==> src/shared/gsr_pkg.sv <==
// Shared constants and types for the instrument status reporting block.
package gsr_pkg;
  // Standard event register bit positions.
  localparam int EVT_OPC = 0;
  localparam int EVT_ALM = 3;
  localparam int EVT_EXE = 4;
  localparam int EVT_CME = 5;
  localparam int EVT_PON = 7;
  // Status byte bit positions.
  localparam int STB_TMO = 0;
  localparam int STB_INTERNAL_BUS_ERROR_BIT = 1;
  localparam int STB_MAV = 4;
  localparam int STB_ESB = 5;
  localparam int STB_MSS = 6;
  // Reset values.
  localparam logic [7:0] EVT_RESET = 8'h80;
  localparam logic [7:0] MASK_RESET = 8'h00;
  localparam logic [7:0] SRE_RESET = 8'h00;
  // Bus message codes.
  typedef enum logic [3:0] {
    MSG_NONE, MSG_DCL, MSG_SPE, MSG_SPD, MSG_LLO, MSG_UNL, MSG_UNT,
    MSG_SDC, MSG_GTL, MSG_GET, MSG_PPU, MSG_PPC, MSG_TCT, MSG_LISTEN, MSG_TALK
  } gsr_msg_t;
  // Parsed command strobes from the command interpreter.
  typedef struct packed {
    logic cmdError;
    logic execError;
    logic alarm;
    logic opComplete;
    logic clearStatus;
    logic resetCmd;
    logic writeEnable;
    logic writeSre;
    logic readEvents;
  } gsr_cmd_t;
  // Panel key permission outputs.
  typedef struct packed {
    logic otherKeys;
    logic localKey;
  } gsr_keys_t;
endpackage

==> src/gsr_status_reporting.sv <==
// Status byte, standard event register and remote/local state of an instrument.
`timescale 1ns/10ps
// Summary of operation
// - Execution error sets event bit 4.
// - Command error sets event bit 5.
// - Enable mask 0..255, one unmasks.
// - Enable mask zero at power-up, kept until written or reset.
// - Event query returns then clears register.
// - Event summary is masked event OR.
// - Master summary and service request from enable.
// - Status bits message, bus error, timeout.
// - Service request only on the GPIB.
// - Status query shows master summary, clears nothing.
// - Poll shows request bit, clears only it.
// - Status byte has no direct clear.
// - Clear-status clears events, keeps queue.
// - Message bit falls when queue empty.
// - Master summary falls when causes clear.
// - Interface clear drops addressing only.
// - Device clear flushes, clears, goes local.
// - Reset flushes, clears masks, keeps remote.
// - Power-up clears all but the power flag and the flush, starts local.
// - Local on power, key, go-to-local, release.
// - Remote when listened with remote-enable; lockout.
// - Act on listed messages, ignore others.
module gsr_status_reporting (
  input wire logic clk,
  input wire logic reset_n,
  input wire gsr_pkg::gsr_cmd_t cmd,
  input wire logic [7:0] wrData,
  input wire gsr_pkg::gsr_msg_t busMsg,
  input wire logic ifcStrobe,
  input wire logic remoteEnable,
  input wire logic localKeyPress,
  input wire logic queueEmpty,
  input wire logic localBusError,
  input wire logic localBusTimeout,
  input wire logic serialPollRead,
  input wire logic gpibSelected,
  output logic [7:0] eventFlags,
  output logic [7:0] eventEnable,
  output logic [7:0] statusByte,
  output logic [7:0] pollByte,
  output logic srqOut,
  output logic flushQueues,
  output logic listenAddressed,
  output logic talkAddressed,
  output logic serialPollActive,
  output logic remoteState,
  output logic lockoutState,
  output gsr_pkg::gsr_keys_t keysAllowed
);
  logic [7:0] event_reg;
  logic [7:0] enable_reg;
  logic [7:0] sre_reg;
  logic rqs_reg;
  logic mssPrev_reg;
  logic flush_reg;
  logic [7:0] event_next;
  logic [7:0] stbRaw;
  logic master_summary_bit;
  logic esbExpect;
  logic devClear;
  logic clearAll;

  assign devClear = (busMsg == gsr_pkg::MSG_DCL) || (busMsg == gsr_pkg::MSG_SDC);
  assign clearAll = devClear || cmd.resetCmd;

  // Sets in the same cycle as a read-clear are kept, so no event is lost.
  always_comb
  begin
    event_next = event_reg;
    if (cmd.readEvents || cmd.clearStatus || clearAll)
    begin
      event_next = 8'h00;
    end
    if (cmd.execError)
    begin
      event_next[gsr_pkg::EVT_EXE] = 1'b1;
    end
    if (cmd.cmdError)
    begin
      event_next[gsr_pkg::EVT_CME] = 1'b1;
    end
    if (cmd.alarm)
    begin
      event_next[gsr_pkg::EVT_ALM] = 1'b1;
    end
    if (cmd.opComplete)
    begin
      event_next[gsr_pkg::EVT_OPC] = 1'b1;
    end
  end

  always_ff @(posedge clk or negedge reset_n)
  begin
    if (!reset_n)
    begin
      event_reg <= gsr_pkg::EVT_RESET;
    end
    else
    begin
      event_reg <= event_next;
    end
  end

  always_ff @(posedge clk or negedge reset_n)
  begin
    if (!reset_n)
    begin
      enable_reg <= gsr_pkg::MASK_RESET;
      sre_reg <= gsr_pkg::SRE_RESET;
    end
    else if (cmd.resetCmd)
    begin
      enable_reg <= gsr_pkg::MASK_RESET;
      sre_reg <= gsr_pkg::SRE_RESET;
    end
    else
    begin
      if (cmd.writeEnable)
      begin
        enable_reg <= wrData;
      end
      if (cmd.writeSre)
      begin
        sre_reg <= wrData;
      end
    end
  end

  always_comb
  begin
    stbRaw = 8'h00;
    stbRaw[gsr_pkg::STB_ESB] = |(event_reg & enable_reg);
    stbRaw[gsr_pkg::STB_MAV] = ~queueEmpty & ~flush_reg;
    stbRaw[gsr_pkg::STB_INTERNAL_BUS_ERROR_BIT] = localBusError;
    stbRaw[gsr_pkg::STB_TMO] = localBusTimeout;
  end

  assign master_summary_bit = |(stbRaw & sre_reg);

  // Request bit rises on a master summary edge; a new edge beats a poll clear.
  always_ff @(posedge clk or negedge reset_n)
  begin
    if (!reset_n)
    begin
      rqs_reg <= 1'b0;
      mssPrev_reg <= 1'b0;
    end
    else
    begin
      mssPrev_reg <= master_summary_bit;
      if (master_summary_bit && !mssPrev_reg)
      begin
        rqs_reg <= 1'b1;
      end
      else if (!master_summary_bit || serialPollRead || cmd.clearStatus || clearAll)
      begin
        rqs_reg <= 1'b0;
      end
    end
  end

  always_ff @(posedge clk or negedge reset_n)
  begin
    if (!reset_n)
    begin
      flush_reg <= 1'b1;
    end
    else
    begin
      flush_reg <= clearAll;
    end
  end

  always_ff @(posedge clk or negedge reset_n)
  begin
    if (!reset_n)
    begin
      listenAddressed <= 1'b0;
      talkAddressed <= 1'b0;
      serialPollActive <= 1'b0;
    end
    else if (ifcStrobe || clearAll)
    begin
      listenAddressed <= 1'b0;
      talkAddressed <= 1'b0;
      serialPollActive <= 1'b0;
    end
    else
    begin
      case (busMsg)
        gsr_pkg::MSG_LISTEN: listenAddressed <= 1'b1;
        gsr_pkg::MSG_TALK: talkAddressed <= 1'b1;
        gsr_pkg::MSG_UNL: listenAddressed <= 1'b0;
        gsr_pkg::MSG_UNT: talkAddressed <= 1'b0;
        gsr_pkg::MSG_SPE: serialPollActive <= 1'b1;
        gsr_pkg::MSG_SPD: serialPollActive <= 1'b0;
        default: serialPollActive <= serialPollActive;
      endcase
    end
  end

  always_ff @(posedge clk or negedge reset_n)
  begin
    if (!reset_n)
    begin
      remoteState <= 1'b0;
      lockoutState <= 1'b0;
    end
    else if (devClear || !remoteEnable)
    begin
      remoteState <= 1'b0;
      lockoutState <= devClear ? 1'b0 : lockoutState & remoteEnable;
    end
    else
    begin
      if (busMsg == gsr_pkg::MSG_LISTEN)
      begin
        remoteState <= 1'b1;
      end
      else if ((busMsg == gsr_pkg::MSG_GTL && listenAddressed)
               || (localKeyPress && !lockoutState))
      begin
        remoteState <= 1'b0;
      end
      if (busMsg == gsr_pkg::MSG_LLO)
      begin
        lockoutState <= 1'b1;
      end
    end
  end

  assign keysAllowed.otherKeys = ~remoteState;
  assign keysAllowed.localKey = ~(remoteState & lockoutState);

  always_ff @(posedge clk or negedge reset_n)
  begin
    if (!reset_n)
    begin
      eventFlags <= gsr_pkg::EVT_RESET;
      eventEnable <= gsr_pkg::MASK_RESET;
      statusByte <= 8'h00;
      pollByte <= 8'h00;
    end
    else
    begin
      if (cmd.readEvents)
      begin
        eventFlags <= event_reg;
      end
      else
      begin
        eventFlags <= event_next;
      end
      eventEnable <= enable_reg;
      statusByte <= stbRaw | {1'b0, master_summary_bit, 6'h00};
      pollByte <= stbRaw | {1'b0, rqs_reg, 6'h00};
    end
  end

  assign srqOut = rqs_reg & gpibSelected;
  assign flushQueues = flush_reg;

  assign esbExpect = |(event_reg & enable_reg);

  // Power-up leaves the event register with only the power flag set.
  a_pon_flag: assert property (@(posedge clk) $rose(reset_n) |-> event_reg == 8'h80)
    else $error("power flag not sole bit after reset");
  a_exe_set: assert property (@(posedge clk) disable iff (!reset_n)
    cmd.execError |=> event_reg[4])
    else $error("execution error not flagged");
  a_cme_set: assert property (@(posedge clk) disable iff (!reset_n)
    cmd.cmdError |=> event_reg[5])
    else $error("command error not flagged");
  a_read_clear: assert property (@(posedge clk) disable iff (!reset_n)
    cmd.readEvents && !cmd.execError && !cmd.cmdError && !cmd.alarm && !cmd.opComplete
    |=> event_reg == 8'h00)
    else $error("event read did not clear");
  a_mask_hold: assert property (@(posedge clk) disable iff (!reset_n)
    !cmd.writeEnable && !cmd.resetCmd |=> $stable(enable_reg))
    else $error("enable mask changed unasked");
  a_esb_sum: assert property (@(posedge clk) disable iff (!reset_n)
    ##1 statusByte[5] == $past(esbExpect))
    else $error("event summary wrong");
  a_srq_gpib: assert property (@(posedge clk) disable iff (!reset_n)
    srqOut |-> gpibSelected && rqs_reg)
    else $error("request off the bus");
  a_poll_clear: assert property (@(posedge clk) disable iff (!reset_n)
    serialPollRead && !(master_summary_bit && !mssPrev_reg) |=> !rqs_reg)
    else $error("poll did not clear request");
  a_dcl_local: assert property (@(posedge clk) disable iff (!reset_n)
    busMsg == gsr_pkg::MSG_DCL |=> !remoteState && !lockoutState)
    else $error("device clear left remote");
  a_ifc_keep: assert property (@(posedge clk) disable iff (!reset_n)
    ifcStrobe && remoteEnable && busMsg == gsr_pkg::MSG_NONE && !localKeyPress
    |=> $stable(remoteState) && !listenAddressed)
    else $error("interface clear wrong");

  c_srq_raised: cover property (@(posedge clk) disable iff (!reset_n) $rose(srqOut));
  c_remote: cover property (@(posedge clk) disable iff (!reset_n) $rose(remoteState));
  c_lockout: cover property (@(posedge clk) disable iff (!reset_n) $rose(lockoutState));
  c_poll: cover property (@(posedge clk) disable iff (!reset_n) serialPollRead && rqs_reg);
endmodule

==> config.mk <==
export PLATFORM = sky130hd
export DESIGN_NAME = gsr_status_reporting
export DESIGN_NICKNAME = d
export VERILOG_FILES = /design/src/shared/gsr_pkg.sv /design/src/gsr_status_reporting.sv
export SDC_FILE = /design/constraint.sdc
export NUM_CORES = 1
export LEC_CHECK = 0
export ABC_CLOCK_PERIOD_IN_PS = 1190
export BUFFER_PORTS_ARGS = -buffer_cell sky130_fd_sc_hd__clkbuf_2
export CORE_MARGIN = 3
export CORE_UTILIZATION = 44
export DETAILED_ROUTE_END_ITERATION = 10
export GPL_TIMING_DRIVEN = 0
export PLACE_DENSITY = 0.81
export SETUP_SLACK_MARGIN = 0.1
export SKIP_CTS_REPAIR_TIMING = 1
export SLEW_MARGIN = 20
export SYNTH_ARGS = -nofsm -noshare
export SYNTH_HDL_FRONTEND = slang
export SYNTH_SLANG_ARGS = --single-unit
==> constraint.sdc <==
create_clock -name clk -period 1.19 [get_ports clk]
set_input_delay 0.0595 -clock clk [delete_from_list [all_inputs] [get_ports clk]]
set_output_delay 0.0595 -clock clk [all_outputs]
set_load 0.005 [all_outputs]
# Yosys cells after proc, flatten, opt, wreduce, memory -nomap -nowiden
# Index checks and enable logic that the tools add are counted.
# Widths: inputs -> output; s select.
# word_totals
word_cells	88
ff_bits	62
inputBits	31
output_inout_bits	41
# classes
n_eq_ne	10
n_mux	24
reduce_logical	27
bitwise_logic	12
# op_table
cell	count
$mux 8	6
$eq 4x3->1 const B	4
$reduce_or 8->1	2
$mux 1	15
$or 6x7->7	2
$eq 4x4->1 const B	3
$reduce_bool 3->1	4
$logic_or 1x1->1	10
$and 6x8->8	1
$and 8x8->8	1
$eq 4x2->1 const B	2
$reduce_bool 2->1	4
$pmux 1 s2	3
$and 1x1->1	4
$eq 4x1->1 const B	1
$logic_not 1->1	4
$not 1->1	4
$logic_and 1x1->1	3

# Depth between registers and ports, before layout
# Gate-level depths: netlist of the first run.
# logic_depth
ltp_word	10
mapped_depth	4

# Least setup slack after synthesis of the first run
# OpenSTA, ideal clock, no wires.
# synth_timing
path_kind	register to register
startpoint	register flush_reg (netlist: flushQueues)
endpoint	register statusByte[6]
arrival_ps	1054
setup_ps	131
n_path_buf	0
period_less_slack_ps	1186
required_time_ps	1059
stages_incl_launch_ff	4
path_slack_ps	4
path_cell_list	dfstp_2 nor2_1 and2_1 or3_1
# synth_between
elab_chain_cells	5
# synth_lines
element	line_no	rtl
start, declared	gsr_status_reporting.sv:58	logic flush_reg;
start signal, assigned	gsr_status_reporting.sv:173	flush_reg <= clearAll;
$not 1->1	gsr_status_reporting.sv:136	stbRaw[gsr_pkg::STB_MAV] = ~queueEmpty & ~flush_reg;
$and 1x1->1	gsr_status_reporting.sv:136	
net stbRaw[4]	gsr_status_reporting.sv:60	logic [7:0] stbRaw;
$and 6x8->8	gsr_status_reporting.sv:141	assign master_summary_bit = |(stbRaw & sre_reg);
$reduce_or 8->1	gsr_status_reporting.sv:141	
net master_summary_bit	gsr_status_reporting.sv:61	logic master_summary_bit;
$or 6x7->7	gsr_status_reporting.sv:258	statusByte <= stbRaw | {1'b0, master_summary_bit, 6'h00};
end signal, assigned	gsr_status_reporting.sv:258	
end, declared	gsr_status_reporting.sv:42	output logic [7:0] statusByte,
# The timed path passes the listed nets, and every way through them passes these cells.
# A chain may end at the register's enable or synchronous reset.

# Final worst setup path of the first run
# layout_timing
startpoint	register enable_reg[2]
endpoint	register statusByte[6]
# layout_between
elab_chain_cells	5
# layout_lines
element	line_no	rtl
start, declared	gsr_status_reporting.sv:54	logic [7:0] enable_reg;
start signal, assigned	gsr_status_reporting.sv:111	enable_reg <= gsr_pkg::MASK_RESET;
start signal, assigned	gsr_status_reporting.sv:116	enable_reg <= gsr_pkg::MASK_RESET;
start signal, assigned	gsr_status_reporting.sv:123	enable_reg <= wrData;
$and 8x8->8	n/a	
$reduce_or 8->1	n/a	
$and 6x8->8	gsr_status_reporting.sv:141	
$reduce_or 8->1	gsr_status_reporting.sv:141	
net master_summary_bit	gsr_status_reporting.sv:61	
$or 6x7->7	gsr_status_reporting.sv:258	
# The timed path passes the listed nets, and every way through them passes these cells.

==> impl_metrics.py, run 1 <==
metrics = {
    "critical_path": {
        "path_max_fanout": 2,
        "worst_setup_path_end_kind": "flop",
        "r2r_slack_ps": -60,
        "worstPathRequired_ps": 1370,
        "path_class": "flop to flop",
        "critPathLaunchType": "flop",
        "cp.arrival_ps": 1430,
    },
    "yosys": {
        "synthFlopType": "dfrtp_1",
        "synth_seq_cells": 49,
        "synth_top_area_share_pct": 56.4,
        "synth.distinct_cells": 39,
        "synth_area_leaders": "dfrtp_1 (56%), mux2i_1 (9.3%), buf_4 (4.0%)",
        "ys_warn_count": 0,
        "synthSimpleGateAreaFrac_pct": 8.95,
        "synth-xor-area-share_pct": 1.78,
        "synth_top_family_by_area": "compound AO/OA/AOI/OAI gates",
        "synth_mux_area_share_pct": 9.31,
        "synth_edf_count": 0,
        "async_reset_ff_share_pct": 100,
        "ys_seq_area_share_pct": 60.2,
        "yosys.area_share.adder_pct": 0,
        "syn_area_per_cell_um2": 12.6,
        "synth_compound_area_share_pct": 11.4,
        "netlist_instances": 162,
        "yosys.area.top_type": "dfrtp_1",
        "netlist_area_mm2": 0.00204,
    },
    "routing": {
        "wl_mm": 4.22,
        "dr.pass1.iters": 4,
        "wl_per_cell_um": 14.0,
        "ant_nets": 0,
        "drtIter0Drc": 43,
        "via_per_inst": 4.82,
        "drc": 0,
        "vias": 1452,
    },
    "run": {
        "drv_cap": 0,
    },
    "floorplanning": {
        "dieArea_mm2": 0.00549,
        "die_h_um": 74.1,
        "initial_utilization_pct": 46.3,
        "dieWidth_um": 74.1,
        "row_count": 24,
        "io_pins": 72,
        "design.core.area_mm2": 0.00441,
    },
    "clock_tree": {
        "root_buffer": "clkbuf_8",
        "path_clk_slew_ps": 80,
        "cts.sink_count": 49,
        "clock_latency_ps": 300,
        "h-tree-depth": 2,
        "clockBufferDepth": 2,
        "cts_buffers": 5,
        "cts_tree": "done",
    },
    "place": {
        "hpwlAfterDp_mm": 3.05,
        "io_buffer_count": 59,
        "place.gp.congestion": 0.755,
        "dp.cells": 278,
    },
    "global_route": {
        "grt_pass1_wl_mm": 6.52,
        "grt_max_degree": 50,
        "grt_pass1_vias": 1398,
        "antenna_found_initial": 0,
        "grtUsageTotal_pct": 16.0,
        "overflow": 0,
    },
    "sta": {
        "fin_hold_ws_ps": 5.27,
        "fin_crit_ps": 1250,
        "relSlewSlack_pct": 56.1,
        "tightest_slew_ps": 658,
        "final_max_slew_viol_count": 0,
        "clock_skew_ps": 2.01,
        "fmax_ghz": 0.798,
        "period_share_pct": 105,
        "setup_violations": 2,
        "rsz0062_at_grt": "yes",
        "hold_violations": 0,
        "worst_slack_ps": -63.5,
    },
    "cells_and_area": {
        "nets": 279,
        "final_core_util_pct": 60.5,
        "fillCellCount": 374,
        "syn2layout_area_growth_pct": 30.9,
        "layout-drive-gt1-share_pct": 39.0,
        "antenna_cells": 0,
        "finalNonFillerCells": 301,
    },
    "worst_hold_path": {
        "hold_class": "input pin to flop",
    },
    "status": {
        "violations": "negative setup slack",
        "outcome": "finished with violations",
    },
    "power": {
        "leakage_nw": 1.40,
        "power_density_mw_per_mm2": 1190,
        "ir_drop_v": 0.000668,
    },
}
==> cell usage in the layout, fill, tap and decap left out, drive strengths merged, types with 6 or more instances in the layout <==
cell type,count
buf,20
inv,10
conb,6
nor2,13
o21ai,6
and2,6
dfrtp,46
dlygate4sd3,10
mux2i,19
clkbuf,68
==> area by class of cell <==
| type | count | area (um2) | share of cell area (%) |
|---|---|---|---|
| clock buffer | 6 | 72.6 | 2.72 |
| multi-input combinational | 90 | 693 | 25.9 |
| tap | 52 | 65.1 | 2.43 |
| timing repair buffer | 74 | 435 | 16.3 |
| sequential | 49 | 1230 | 46.0 |
| inverter | 10 | 37.5 | 1.40 |
| buffer | 18 | 129 | 4.82 |
| clock inverter | 2 | 10.0 | 0.375 |
==> logic make-up after synthesis <==
| group | count (synthesis) |
|---|---|
| flops | 49 |
| simple gates | 34 |
| compound gates | 29 |
| buf+inv | 28 |
| mux | 19 |
| xor+xnor | 2 |
| other cells | 1 |
==> final timing paths <==
check	startpoint	end	cells past startpoint
min reg2reg	rqs_reg	pollByte[6]	0
max reg2reg	enable_reg[2]	statusByte[6]	3
max in group asynchronous	reset_n	lockoutState	2
min	wrData[3]	enable_reg[3]	3
max	enable_reg[2]	statusByte[6]	3
min in group asynchronous	reset_n	remoteState	2
==> worst max-delay path: stages, from the launching register on <==
cell     delay (ps)
dfrtp_1         400
a22oi_2         230
a41oi_2         170
or3_1           340
==> where the power goes <==
part / leakage [nW] / internal (mW) / switching [mW] / total [mW]
Combinational: 0.726 / 0.226 / 0.207 / 0.433
Clock: 0.0450 / 0.408 / 0.525 / 0.933
Sequential: 0.629 / 1.75 / 0.0528 / 1.80
==> synthesized netlist by cell type (3+ instances only) <==
master and number:
clkbuf_1 3, nor2_1 13, dfrtp_1 46, buf_4 11
nor3_1 4, a22oi_1 4, o21ai_0 6, and2_1 6
a21boi_0 4, mux2i_1 19, dfstp_2 3, inv_1 10
a21o_1 4
==> layer usage <==
metal | up-vias | wire [um] | global-route usage, %
met5 | - | 0 | 0
met4 | 0 | 36 | 5.43
met3 | 4 | 307 | 5.27
met2 | 51 | 2070 | 25.5
met1 | 687 | 1810 | 20.6
li1 | 710 | - | -
==> stage by stage <==
step / cell area, um2 / total power, mW / TNS (ps) / setup slack, ps
after detailed placement: 2440 / 2.23 / -176 / -105
after CTS: 2520 / 3.17 / -211 / -125
final: 2670 / 3.17 / -126 / -63.5
after global routing: 2670 / 3.34 / -182 / -98.3
after global placement: 2440 / 2.22 / -140 / -76.0
after floorplan: 2080 / 2.04 / 0 / 50.7
Note: power is estimated with default switching activity, not from simulation.
==> run 2: changes to the inputs <==
--- a/constraint.sdc
+++ b/constraint.sdc
@@ -3,2 +3,2 @@
 set_output_delay 0.0595 -clock clk [all_outputs]
-set_load 0.005 [all_outputs]
+set_load 0.05 [all_outputs]
==> run 2 against run 1 <==
Net effect:
- the flow still finishes with violations (negative setup slack)
- non-clock buffer count is 5 lower
- design area increased by 1.1%
- combinational power rose by 63%
- clock power grew 8%
- critical path depth did not move
- clock skew grew 3.9 ps
- setup slack worse by 36 ps
- sequential power is essentially flat
- maximum frequency shrank 2.8%
- flip-flop and latch count unchanged
- power grew 11%
- largest cell class unchanged
- highest routed layer unchanged
==> impl_metrics.py, run 2 (synthesized netlist as in run 1, its figures left out) <==
metrics = {
    "clock_tree": {
        "root_buffer": "clkbuf_8",
        "clock_latency_ps": 300,
        "path_clk_slew_ps": 90,
        "h-tree-depth": 2,
        "clockBufferDepth": 2,
        "cts_tree": "done",
        "cts_buffers": 5,
        "cts.sink_count": 49,
    },
    "critical_path": {
        "cp.arrival_ps": 1470,
        "cp_slowest_stage_delay_ps": 420,
        "reg2regPathDepth": 3,
        "worstPathRequired_ps": 1370,
        "r2r_slack_ps": -100,
        "critPathLaunchType": "flop",
        "slowest_stage": "dfrtp_1",
        "startpoint": "enable_reg[1]",
        "worstSetupEndpoint": "statusByte[6]",
        "path_max_fanout": 3,
        "reg2reg_to": "statusByte[6]",
        "r2r-start": "enable_reg[1]",
        "path_class": "flop to flop",
        "worst_setup_path_end_kind": "flop",
        "path_cells": "a22oi_2 > a41oi_2 > or3_1",
    },
    "global_route": {
        "grt_pass1_wl_mm": 6.16,
        "grt_pass1_vias": 1294,
        "grtUsageTotal_pct": 14.9,
        "antenna_found_initial": 0,
        "overflow": 0,
        "grt_max_degree": 50,
    },
    "floorplanning": {
        "die_h_um": 74.1,
        "io_pins": 72,
        "design.core.area_mm2": 0.00441,
        "dieWidth_um": 74.1,
        "row_count": 24,
        "dieArea_mm2": 0.00549,
        "initial_utilization_pct": 46.3,
    },
    "sta": {
        "setup_violations": 2,
        "worst_slack_ps": -99.6,
        "period_share_pct": 108,
        "relSlewSlack_pct": 57.1,
        "clock_skew_ps": 5.90,
        "hold_violations": 0,
        "fin_crit_ps": 1290,
        "final_max_slew_viol_count": 0,
        "tightest_slew_ps": 643,
        "fmax_ghz": 0.775,
        "rsz0062_at_grt": "yes",
    },
    "status": {
        "violations": "negative setup slack",
        "outcome": "finished with violations",
    },
    "routing": {
        "ant_nets": 0,
        "vias": 1455,
        "drc": 0,
        "drtIter0Drc": 58,
        "wl_per_cell_um": 14.3,
        "dr.pass1.iters": 4,
        "wl_mm": 4.24,
        "via_per_inst": 4.92,
    },
    "run": {
        "drv_cap": 0,
    },
    "worst_hold_path": {
        "hold_class": "input pin to flop",
    },
    "cells_and_area": {
        "nets": 274,
        "final_core_util_pct": 61.2,
        "final_common_cell": "clkbuf_2",
        "final_cell_mix": "clkbuf_2 (47), dfrtp_1 (44), mux2i_1 (19)",
        "antenna_cells": 0,
        "syn2layout_area_growth_pct": 32.4,
        "layout-drive-gt1-share_pct": 39.8,
    },
    "power": {
        "ir_drop_v": 0.000725,
        "total_power_mw": 3.52,
        "power_density_mw_per_mm2": 1300,
        "leakage_nw": 1.39,
    },
    "place": {
        "hpwlAfterDp_mm": 2.95,
        "place.gp.congestion": 0.805,
        "io_buffer_count": 59,
    },
}
==> run 2: worst max-delay path: cells and delay by family (launching register included) <==
family / cells / cell delay (ps)
compound gates: 2 / 430
simple gates: 1 / 330
flops: 1 / 420
==> run 2: layout make-up <==
| cell class | count | area [um2] |
|---|---|---|
| clock inverters | 2 | 13.8 |
| plain buffers | 18 | 129 |
| flip-flops and latches | 49 | 1230 |
| well taps | 52 | 65.1 |
| multi-input cells | 90 | 698 |
| clock buffers | 6 | 82.6 |
| inverters | 10 | 37.5 |
| fillers | 359 | 1710 |
| repair buffers | 69 | 444 |
==> run 2: worst min path at each step <==
stage / startpoint / end / slack, ps / cells after the start
global placement: localBusTimeout / pollByte[0] / 190 / 1
finish: wrData[3] / enable_reg[3] / 0.1 / 3
CTS: reset_n / pollByte[6] / -170 / 1
detailed placement: reset_n / remoteState / 160 / 1
global route: wrData[3] / enable_reg[3] / 20 / 3
floorplan: reset_n / enable_reg[0] / -240 / 0
==> run 2: report_power, final <==
part / leakage (nW) / switching, mW / internal (mW) / total, mW
clock: 0.0512 / 0.537 / 0.471 / 1.01
combinational: 0.715 / 0.467 / 0.239 / 0.707
sequential: 0.626 / 0.0555 / 1.75 / 1.81
total: 1.39 / 1.06 / 2.46 / 3.52
==> run 2: routing by layer <==
| layer | track usage [%] | vias to the layer above | wire length [um] |
|---|---|---|---|
| li1 | - | 701 | - |
| met1 | 18.9 | 681 | 1740 |
| met2 | 24.6 | 68 | 2100 |
| met3 | 4.86 | 5 | 370 |
| met4 | 3.62 | 0 | 40 |
| met5 | 0 | - | 0 |
==> run 2: metrics by stage <==
stage               TNS [ps]  hold slack, ps  cell area (um2)  setup WS [ps]  std cells
floorplan               -296            -236             2070           -151        167
global placement        -162             186             2430          -88.2        278
detailed placement      -246             157             2430           -138        278
global route            -217            19.4             2700           -128        296
CTS                     -285            -172             2520           -157        286
finish                  -165          0.0952             2700          -99.6        296
